$ cat src/logic/fsef_pkg.sv
package fsef_pkg;

  // bus geometry
  localparam int          ADDR_W = 12;
  localparam int          DATA_W = 32;

  // register indices and byte addresses (index times four)
  localparam logic [7:0]  IDX_CONFIG     = 8'h04;
  localparam logic [7:0]  IDX_ERR_CONFIG = 8'h05;
  localparam logic [7:0]  IDX_STATUS     = 8'h06;
  localparam logic [7:0]  IDX_ERR_STATUS = 8'h07;
  localparam logic [11:0] ADDR_CONFIG     = {2'h0, IDX_CONFIG, 2'h0};
  localparam logic [11:0] ADDR_ERR_CONFIG = {2'h0, IDX_ERR_CONFIG, 2'h0};
  localparam logic [11:0] ADDR_STATUS     = {2'h0, IDX_STATUS, 2'h0};
  localparam logic [11:0] ADDR_ERR_STATUS = {2'h0, IDX_ERR_STATUS, 2'h0};

  // flash_status_reg fields
  localparam int ST_DONE    = 7;
  localparam int ST_ACCESS_ERROR_FLAG  = 5;
  localparam int ST_PVIOL   = 4;
  localparam int ST_BUSY    = 3;
  localparam int ST_RESERVED_BIT    = 2;
  localparam int ST_CERR_LO = 0;

  // flash_error_status_reg fields
  localparam int ER_DOUBLE = 1;
  localparam int ER_SINGLE = 0;

  // flash_config_reg fields
  localparam int CF_DONE_IE = 7;
  localparam int CF_IGN_SF  = 4;

  // error configuration fields
  localparam int EC_DOUBLE_IE = 1;
  localparam int EC_SINGLE_IE = 0;

  // flag slots
  localparam int FL_DONE   = 0;
  localparam int FL_ACCESS_ERROR_FLAG = 1;
  localparam int FL_PVIOL  = 2;
  localparam int FL_DOUBLE = 3;
  localparam int FL_SINGLE = 4;
  localparam int NFLAG     = 5;

  // reset values
  localparam logic [4:0] FLAG_RST   = 5'h01;
  localparam logic [1:0] CERR_RST   = 2'h0;
  localparam logic [7:0] CONFIG_RST = 8'h00;

  typedef enum logic {
    APB_IDLE = 1'b0,
    APB_ACK  = 1'b1
  } fsef_apb_e;

  // memory controller events, same clock
  typedef struct packed {
    logic       busy;
    logic       done;
    logic [1:0] err;
    logic       seq_viol;
    logic       illegal_cmd;
    logic       prot_viol;
    logic       rd_double;
    logic       rd_single;
    logic       rd_busy_block;
    logic       rst_done;
    logic       rst_double;
    logic [1:0] rst_err;
  } fsef_ctl_s;

  // outputs toward controller and interrupt logic
  typedef struct packed {
    logic cmd_launch;
    logic seq_allowed;
    logic irq_done;
    logic irq_double;
    logic irq_single;
  } fsef_out_s;

endpackage

$ cat src/logic/fsef_flag.sv
`timescale 1ns/1ps
module fsef_flag #(
  parameter logic RST_VAL = 1'b0
) (
  // clock and reset
  input  wire logic clk,
  input  wire logic rst_n,
  input  wire logic ce,
  // events
  input  wire logic set,
  input  wire logic clr,
  // state
  output logic      q
);

  logic q_next;

  // set wins over clear
  always_comb begin
    q_next = q;
    if (set) begin
      q_next = 1'b1;
    end else if (clr) begin
      q_next = 1'b0;
    end
  end

  always_ff @(posedge clk or negedge rst_n) begin
    if (!rst_n) begin
      q <= RST_VAL;
    end else if (ce) begin
      q <= q_next;
    end
  end

endmodule

$ cat src/logic/fsef_top.sv
// Overview of operation
// - write one to done launches, clears it
// - sequence violation or illegal command sets access error
// - access error blocks command launch
// - write one clears access error
// - protected program or erase sets violation flag
// - write one clears violation flag
// - violation blocks launch and new sequence
// - busy flag mirrors memory controller state
// - reserved status bit reads zero
// - completion error field shows execution errors
// - only done, access, violation bits writable
// - reset-sequence double fault alters status
// - double fault or busy-block read sets flag
// - write one clears double-fault flag
// - single fault sets flag unless ignored
// - write one clears single-fault flag
// - error flags readable, writes only clear
// - done flag with enable requests interrupt
// - double fault with enable requests interrupt
// - single fault with enable requests interrupt
// - ignore mode suppresses single-fault reporting
`timescale 1ns/1ps
module fsef_top (
  // clock, reset, enable
  input  wire logic                       clk,
  input  wire logic                       nrst,
  input  wire logic                       clk_en,
  // apb slave
  input  wire logic                       psel,
  input  wire logic                       penable,
  input  wire logic                       pwrite,
  input  wire logic [fsef_pkg::ADDR_W-1:0] paddr,
  input  wire logic [fsef_pkg::DATA_W-1:0] pwdata,
  input  wire logic [3:0]                 pstrb,
  output logic      [fsef_pkg::DATA_W-1:0] prdata,
  output logic                            pready,
  output logic                            pslverr,
  // memory controller
  input  wire fsef_pkg::fsef_ctl_s        ctl,
  output fsef_pkg::fsef_out_s             out
);

  // reset release
  logic [1:0]            rsync_reg;
  logic                  rst_n;

  always_ff @(posedge clk or negedge nrst) begin
    if (!nrst) begin
      rsync_reg <= 2'h0;
    end else if (clk_en) begin
      rsync_reg <= {rsync_reg[0], 1'b1};
    end
  end
  assign rst_n = rsync_reg[1];

  // apb slave state
  fsef_pkg::fsef_apb_e   apb_reg;
  fsef_pkg::fsef_apb_e   apb_next;
  logic [31:0]           prdata_reg;
  logic [31:0]           prdata_next;
  logic                  pready_reg;
  logic                  pready_next;
  logic                  pslverr_reg;
  logic                  pslverr_next;
  logic                  mapped;
  logic [7:0]            rd_byte;
  logic                  wr_fire;
  logic                  w_st;
  logic                  w_er;
  logic                  w_cf;
  logic                  w_ec;
  logic [7:0]            wd;

  // software settings
  logic                  done_ie_reg;
  logic                  done_ie_next;
  logic                  ign_sf_reg;
  logic                  ign_sf_next;
  logic                  double_ie_reg;
  logic                  double_ie_next;
  logic                  single_ie_reg;
  logic                  single_ie_next;

  // status state
  logic [fsef_pkg::NFLAG-1:0] flag;
  logic [fsef_pkg::NFLAG-1:0] fset;
  logic [fsef_pkg::NFLAG-1:0] fclr;
  logic [1:0]            cerr_reg;
  logic [1:0]            cerr_next;
  logic                  busy_reg;
  logic                  busy_next;
  logic                  launch;
  fsef_pkg::fsef_out_s   out_reg;
  fsef_pkg::fsef_out_s   out_next;

  // address decode
  always_comb begin
    mapped  = 1'b1;
    rd_byte = 8'h00;
    if (paddr == fsef_pkg::ADDR_CONFIG) begin
      rd_byte = 8'h00;
      rd_byte[fsef_pkg::CF_DONE_IE] = done_ie_reg;
      rd_byte[fsef_pkg::CF_IGN_SF]  = ign_sf_reg;
    end else if (paddr == fsef_pkg::ADDR_ERR_CONFIG) begin
      rd_byte = 8'h00;
      rd_byte[fsef_pkg::EC_DOUBLE_IE] = double_ie_reg;
      rd_byte[fsef_pkg::EC_SINGLE_IE] = single_ie_reg;
    end else if (paddr == fsef_pkg::ADDR_STATUS) begin
      rd_byte = 8'h00;
      rd_byte[fsef_pkg::ST_DONE]   = flag[fsef_pkg::FL_DONE];
      rd_byte[fsef_pkg::ST_ACCESS_ERROR_FLAG] = flag[fsef_pkg::FL_ACCESS_ERROR_FLAG];
      rd_byte[fsef_pkg::ST_PVIOL]  = flag[fsef_pkg::FL_PVIOL];
      rd_byte[fsef_pkg::ST_BUSY]   = busy_reg;
      rd_byte[fsef_pkg::ST_CERR_LO +: 2] = cerr_reg;
    end else if (paddr == fsef_pkg::ADDR_ERR_STATUS) begin
      rd_byte = 8'h00;
      rd_byte[fsef_pkg::ER_DOUBLE] = flag[fsef_pkg::FL_DOUBLE];
      rd_byte[fsef_pkg::ER_SINGLE] = flag[fsef_pkg::FL_SINGLE];
    end else begin
      mapped = 1'b0;
    end
  end

  // apb handshake, one wait state
  always_comb begin
    apb_next     = apb_reg;
    prdata_next  = prdata_reg;
    pready_next  = 1'b0;
    pslverr_next = 1'b0;
    case (apb_reg)
      fsef_pkg::APB_IDLE: begin
        if (psel && penable) begin
          apb_next     = fsef_pkg::APB_ACK;
          pready_next  = 1'b1;
          pslverr_next = ~mapped;
          prdata_next  = {24'h000000, pwrite ? 8'h00 : rd_byte};
        end
      end
      fsef_pkg::APB_ACK: begin
        apb_next = fsef_pkg::APB_IDLE;
      end
      default: begin
        apb_next = fsef_pkg::APB_IDLE;
      end
    endcase
  end

  always_ff @(posedge clk or negedge rst_n) begin
    if (!rst_n) begin
      apb_reg     <= fsef_pkg::APB_IDLE;
      prdata_reg  <= 32'h00000000;
      pready_reg  <= 1'b0;
      pslverr_reg <= 1'b0;
    end else if (clk_en) begin
      apb_reg     <= apb_next;
      prdata_reg  <= prdata_next;
      pready_reg  <= pready_next;
      pslverr_reg <= pslverr_next;
    end
  end

  assign prdata  = prdata_reg;
  assign pready  = pready_reg;
  assign pslverr = pslverr_reg;

  // write strobes, effect at the ready edge
  assign wr_fire = psel && penable && pready_reg && pwrite && pstrb[0] && mapped;
  assign wd      = pwdata[7:0];
  assign w_st    = wr_fire && (paddr == fsef_pkg::ADDR_STATUS);
  assign w_er    = wr_fire && (paddr == fsef_pkg::ADDR_ERR_STATUS);
  assign w_cf    = wr_fire && (paddr == fsef_pkg::ADDR_CONFIG);
  assign w_ec    = wr_fire && (paddr == fsef_pkg::ADDR_ERR_CONFIG);

  // configuration registers
  always_comb begin
    done_ie_next   = done_ie_reg;
    ign_sf_next    = ign_sf_reg;
    double_ie_next = double_ie_reg;
    single_ie_next = single_ie_reg;
    if (w_cf) begin
      done_ie_next = wd[fsef_pkg::CF_DONE_IE];
      ign_sf_next  = wd[fsef_pkg::CF_IGN_SF];
    end
    if (w_ec) begin
      double_ie_next = wd[fsef_pkg::EC_DOUBLE_IE];
      single_ie_next = wd[fsef_pkg::EC_SINGLE_IE];
    end
  end

  always_ff @(posedge clk or negedge rst_n) begin
    if (!rst_n) begin
      done_ie_reg   <= fsef_pkg::CONFIG_RST[fsef_pkg::CF_DONE_IE];
      ign_sf_reg    <= fsef_pkg::CONFIG_RST[fsef_pkg::CF_IGN_SF];
      double_ie_reg <= fsef_pkg::CONFIG_RST[fsef_pkg::EC_DOUBLE_IE];
      single_ie_reg <= fsef_pkg::CONFIG_RST[fsef_pkg::EC_SINGLE_IE];
    end else if (clk_en) begin
      done_ie_reg   <= done_ie_next;
      ign_sf_reg    <= ign_sf_next;
      double_ie_reg <= double_ie_next;
      single_ie_reg <= single_ie_next;
    end
  end

  // flag events
  always_comb begin
    launch = w_st && wd[fsef_pkg::ST_DONE] && flag[fsef_pkg::FL_DONE] &&
             !flag[fsef_pkg::FL_ACCESS_ERROR_FLAG] && !flag[fsef_pkg::FL_PVIOL];
    fset = '0;
    fclr = '0;
    fset[fsef_pkg::FL_DONE] = ctl.done || ctl.seq_viol || ctl.illegal_cmd || ctl.prot_viol;
    fclr[fsef_pkg::FL_DONE] = launch;
    fset[fsef_pkg::FL_ACCESS_ERROR_FLAG] = ctl.seq_viol || ctl.illegal_cmd;
    fclr[fsef_pkg::FL_ACCESS_ERROR_FLAG] = w_st && wd[fsef_pkg::ST_ACCESS_ERROR_FLAG];
    fset[fsef_pkg::FL_PVIOL] = ctl.prot_viol;
    fclr[fsef_pkg::FL_PVIOL] = w_st && wd[fsef_pkg::ST_PVIOL];
    fset[fsef_pkg::FL_DOUBLE] = ctl.rd_double || ctl.rd_busy_block;
    fclr[fsef_pkg::FL_DOUBLE] = w_er && wd[fsef_pkg::ER_DOUBLE];
    fset[fsef_pkg::FL_SINGLE] = !ign_sf_reg && (ctl.rd_single || ctl.rd_busy_block);
    fclr[fsef_pkg::FL_SINGLE] = w_er && wd[fsef_pkg::ER_SINGLE];
  end

  genvar gi;
  generate
    for (gi = 0; gi < fsef_pkg::NFLAG; gi++) begin : g_flag
      fsef_flag #(
        .RST_VAL (fsef_pkg::FLAG_RST[gi])
      ) u_flag (
        .clk   (clk),
        .rst_n (rst_n),
        .ce    (clk_en),
        .set   (fset[gi]),
        .clr   (fclr[gi]),
        .q     (flag[gi])
      );
    end
  endgenerate

  // controller status fields
  always_comb begin
    busy_next = ctl.busy;
    cerr_next = cerr_reg;
    // busy and error field ignore writes
    if (ctl.done) begin
      cerr_next = ctl.err;
    end else if (ctl.rst_done) begin
      cerr_next = ctl.rst_err | {ctl.rst_double, 1'b0};
    end else if (launch) begin
      cerr_next = fsef_pkg::CERR_RST;
    end
  end

  always_ff @(posedge clk or negedge rst_n) begin
    if (!rst_n) begin
      busy_reg <= 1'b0;
      cerr_reg <= fsef_pkg::CERR_RST;
    end else if (clk_en) begin
      busy_reg <= busy_next;
      cerr_reg <= cerr_next;
    end
  end

  // outputs
  always_comb begin
    out_next             = '0;
    out_next.cmd_launch  = launch;
    out_next.seq_allowed = !flag[fsef_pkg::FL_PVIOL];
    out_next.irq_done    = done_ie_reg && flag[fsef_pkg::FL_DONE];
    out_next.irq_double  = double_ie_reg && flag[fsef_pkg::FL_DOUBLE];
    out_next.irq_single  = single_ie_reg && flag[fsef_pkg::FL_SINGLE] && !ign_sf_reg;
  end

  always_ff @(posedge clk or negedge rst_n) begin
    if (!rst_n) begin
      out_reg <= '0;
    end else if (clk_en) begin
      out_reg <= out_next;
    end
  end

  assign out = out_reg;

  // checks
  AST_LAUNCH_CLEARS: assert property (@(posedge clk) disable iff (!rst_n)
    clk_en && launch && !fset[fsef_pkg::FL_DONE] |=> !flag[fsef_pkg::FL_DONE] && out.cmd_launch)
    else $error("launch did not clear done flag");
  AST_ACCESS_ERROR_FLAG_SET: assert property (@(posedge clk) disable iff (!rst_n)
    clk_en && (ctl.seq_viol || ctl.illegal_cmd) |=> flag[fsef_pkg::FL_ACCESS_ERROR_FLAG] && flag[fsef_pkg::FL_DONE])
    else $error("access error not set");
  AST_ACCESS_ERROR_FLAG_BLOCKS: assert property (@(posedge clk) disable iff (!rst_n)
    out.cmd_launch |-> !$past(flag[fsef_pkg::FL_ACCESS_ERROR_FLAG]))
    else $error("launch while access error set");
  AST_ACCESS_ERROR_FLAG_CLR: assert property (@(posedge clk) disable iff (!rst_n)
    clk_en && w_st && wd[fsef_pkg::ST_ACCESS_ERROR_FLAG] && !fset[fsef_pkg::FL_ACCESS_ERROR_FLAG] |=> !flag[fsef_pkg::FL_ACCESS_ERROR_FLAG])
    else $error("access error not cleared");
  AST_PVIOL_SET: assert property (@(posedge clk) disable iff (!rst_n)
    clk_en && ctl.prot_viol |=> flag[fsef_pkg::FL_PVIOL] ##1 (!$past(clk_en) || !out.seq_allowed))
    else $error("violation flag not set");
  AST_PVIOL_BLOCKS: assert property (@(posedge clk) disable iff (!rst_n)
    out.cmd_launch |-> !$past(flag[fsef_pkg::FL_PVIOL]))
    else $error("launch while violation set");
  AST_BUSY_MIRROR: assert property (@(posedge clk) disable iff (!rst_n)
    clk_en |=> busy_reg == $past(ctl.busy))
    else $error("busy flag does not follow controller");
  AST_RESERVED_BIT_ZERO: assert property (@(posedge clk) disable iff (!rst_n)
    pready && !pslverr |-> prdata[fsef_pkg::ST_RESERVED_BIT] == 1'b0 || $past(paddr) != fsef_pkg::ADDR_STATUS)
    else $error("reserved bit read nonzero");
  AST_DOUBLE_SET: assert property (@(posedge clk) disable iff (!rst_n)
    clk_en && (ctl.rd_double || ctl.rd_busy_block) |=> flag[fsef_pkg::FL_DOUBLE])
    else $error("double fault flag not set");
  AST_SINGLE_IGN: assert property (@(posedge clk) disable iff (!rst_n)
    clk_en && ign_sf_reg && !flag[fsef_pkg::FL_SINGLE] |=> !flag[fsef_pkg::FL_SINGLE])
    else $error("single fault reported while ignored");
  AST_SET_WINS: assert property (@(posedge clk) disable iff (!rst_n)
    clk_en && fset[fsef_pkg::FL_SINGLE] && fclr[fsef_pkg::FL_SINGLE] |=> flag[fsef_pkg::FL_SINGLE])
    else $error("clear beat a set event");
  AST_DONE_IRQ: assert property (@(posedge clk) disable iff (!rst_n)
    clk_en && done_ie_reg && flag[fsef_pkg::FL_DONE] |=> out.irq_done)
    else $error("done interrupt missing");

endmodule

$ cat config.mk
export PLATFORM = sky130hd
export DESIGN_NAME = fsef_top
export DESIGN_NICKNAME = d
export VERILOG_FILES = /design/src/logic/fsef_pkg.sv /design/src/logic/fsef_flag.sv /design/src/logic/fsef_top.sv
export SDC_FILE = /design/constraint.sdc
export NUM_CORES = 1
export LEC_CHECK = 0
export CAP_MARGIN = 10
export CORE_MARGIN = 1
export CORE_UTILIZATION = 40
export DETAILED_ROUTE_END_ITERATION = 8
export DONT_BUFFER_PORTS = 1
export GPL_ROUTABILITY_DRIVEN = 0
export SLEW_MARGIN = 20
export SYNTH_ARGS = -nofsm -noshare
export SYNTH_HDL_FRONTEND = slang
export SYNTH_SLANG_ARGS = --single-unit
$ cat constraint.sdc
create_clock -name clk -period 1.19 [get_ports clk]
set_clock_uncertainty 0.1 [all_clocks]
set_input_delay 0.0595 -clock clk [delete_from_list [all_inputs] [get_ports clk]]
set_output_delay 0.0595 -clock clk [all_outputs]
set_load 0.005 [all_outputs]
==> flow_summary.toml <==
[timing]
tns_ps = -4860
worst_slack_ps = -377
rsz0062_at_grt = "true"
final_max_slew_viol_count = 0
hold_viol = 9
finalSetupViolCount = 19
worst_pin_slew_ps = 707
whs_ps = -161
fin_crit_ps = 1570
fmax_ghz = 0.638
relSlewSlack_pct = 52.9
period_share_pct = 132

[synth]
ys_seq_area_share_pct = 46.0
ys.flop_type = "dfrtp_1"
synthCells = 148
synth-edff-count = 0
synthDistinctLibCells = 35
synth.cell_area_um2 = 1470
synth-async-reset-ratio_pct = 100
syn_avg_cell_area_um2 = 9.95
ys_ff_latch = 27
yosysWarnings = 0

[die]
initial_core_util_pct = 42.8
core_um2 = 3440
num_rows = 21
die_area_um2 = 3930
io_pins = 107
die_x_um = 62.7
die_h_um = 62.7

[placed_design]
dp_cells = 205
pre_cts_slack_ps = -658
dpl.hpwl_mm = 2.27
numPortBuffers = 0
postPlaceCellArea_um2 = 1550

[status]
violations = "hold timing, setup timing"
status = "finished, violations left"

[route]
drc = 0
avgViaCountPerCell = 4.80
wl_mm = 3.24
firstDrtPassIters = 4
vias = 1118
drt-wirelength-per-cell_um = 13.9
ant_nets = 0
drt_iter0_drc = 39

[worst_setup_path]
cp_max_fo = 3
startpoint_type = "primary input"
end_kind = "register"
worst-setup-path-type = "in2reg"
reg2reg_depth = 4
arrival_ps = 1630
required_ps = 1250

[grt]
grt.total_usage_pct = 17.6
gr-total-overflow = 0
grt_start_max_net_pins = 26
grt_pass1_wl_mm = 5.44
grt_pass1_vias = 1131
antenna_found_initial = 0

[final_layout]
area_growth_pct = 30.9
final_cell_mix = "26 x conb_1, 25 x dfrtp_1, 19 x buf_4"
final_common_cell = "conb_1"
utilization_pct = 56.0
largest_reg_flops = 6
drive_gt1_share_pct = 32.1
diodes = 0
fin_cells = 233
design_area_um2 = 1930
fin_nets = 256

[flow_run]
cap_violations = 0

[clock_tree]
clk_pin_slew_ps = 90
cts_tree = "yes"
numCtsBuffers = 3
root_buffer = "clkbuf_8"
clock_latency_ps = 270
htreeDepth = 1
clock-sinks = 27
clockBufferDepth = 2

[power]
p_leak_nw = 0.861
p_total_mw = 1.68
power_density_nw_per_um2 = 871
ir_worst_vdd_v = 0.000349

[hold_path]
min_path_cells = 2
hp-class = "in2reg"
-- repair_timing --
item,4_1_cts,5_1_grt
buffers inserted,4,1
gates cloned,0,1
setup endpoints to repair,18,27
hold endpoints to repair,29,8
resized for setup,18,8
pin swaps,7,4
hold buffers,17,1
-- worst paths after layout --
| kind | from | end | slack (ps) |
|---|---|---|---|
| max reg2reg | apb_reg$_DFFE_PN0P_ | ign_sf_reg$_DFFE_PN0P_ | -260 |
| max | paddr[9] | ign_sf_reg$_DFFE_PN0P_ | -380 |
| min in group asynchronous | rsync_reg[1]$_DFFE_PN0P_ | cerr_reg[0]$_DFFE_PN0P_ | 160 |
| max in group asynchronous | nrst | rsync_reg[1]$_DFFE_PN0P_ | 400 |
| min reg2reg | rsync_reg[1]$_DFFE_PN0P_ | cerr_reg[0]$_DFFE_PN0P_ | 160 |
| min | paddr[3] | prdata[5]$_DFFE_PN0P_ | -160 |
-- logic make-up after synthesis --
family / Yosys count / share of synthesized area, %
other: 1 / 0.255
AOI/OAI and AO/OA: 26 / 11.0
muxes: 13 / 9.69
buffers and inverters: 40 / 16.8
DFF: 27 / 46.0
and+or+nand+nor: 41 / 16.2
-- critical path, cell delays in order --
cell     delay, ps
or4_4          520
or3_4          410
nor4b_4        270
mux2_2         360
-- routing by layer --
metal  global-route usage (%)  vias to the layer above  wire length, um
met3                     3.10                        2              160
met1                     23.1                      535             1470
met5                        0                        -                0
li1                         -                      535                -
met4                     4.36                        0               12
met2                     30.0                       46             1590
-- synth_stat cells, drive strengths merged (3+ instances only) --
cell | number | share of area (%)
buf | 27 | 14
dfrtp | 26 | 44
o21ai | 15 | 5.1
mux2 | 10 | 7.6
nand2 | 10 | 2.5
inv | 9 | 2.3
nand3 | 7 | 2.4
nor2 | 5 | 1.3
a22o | 4 | 2.4
clkbuf | 4 | 1.0
mux2i | 3 | 2.0
nor3 | 3 | 1.0
or4 | 3 | 2.0
-- power by group --
part	leakage (nW)	total (mW)	switching, mW	internal [mW]
Clock	0.0228	0.522	0.282	0.240
Combinational	0.513	0.209	0.0958	0.113
Sequential	0.325	0.949	0.0114	0.937
Total	0.861	1.68	0.389	1.29
-- area by class of cell --
type                       count  area (um^2)
fill                         315         1510
multi-input combinational    106          749
sequential                    27          678
timing repair buffer          41          364
tap                           46         57.6
clock buffer                   4         45.0
inverter                       9         33.8
Power figures use the tool's default switching activity.
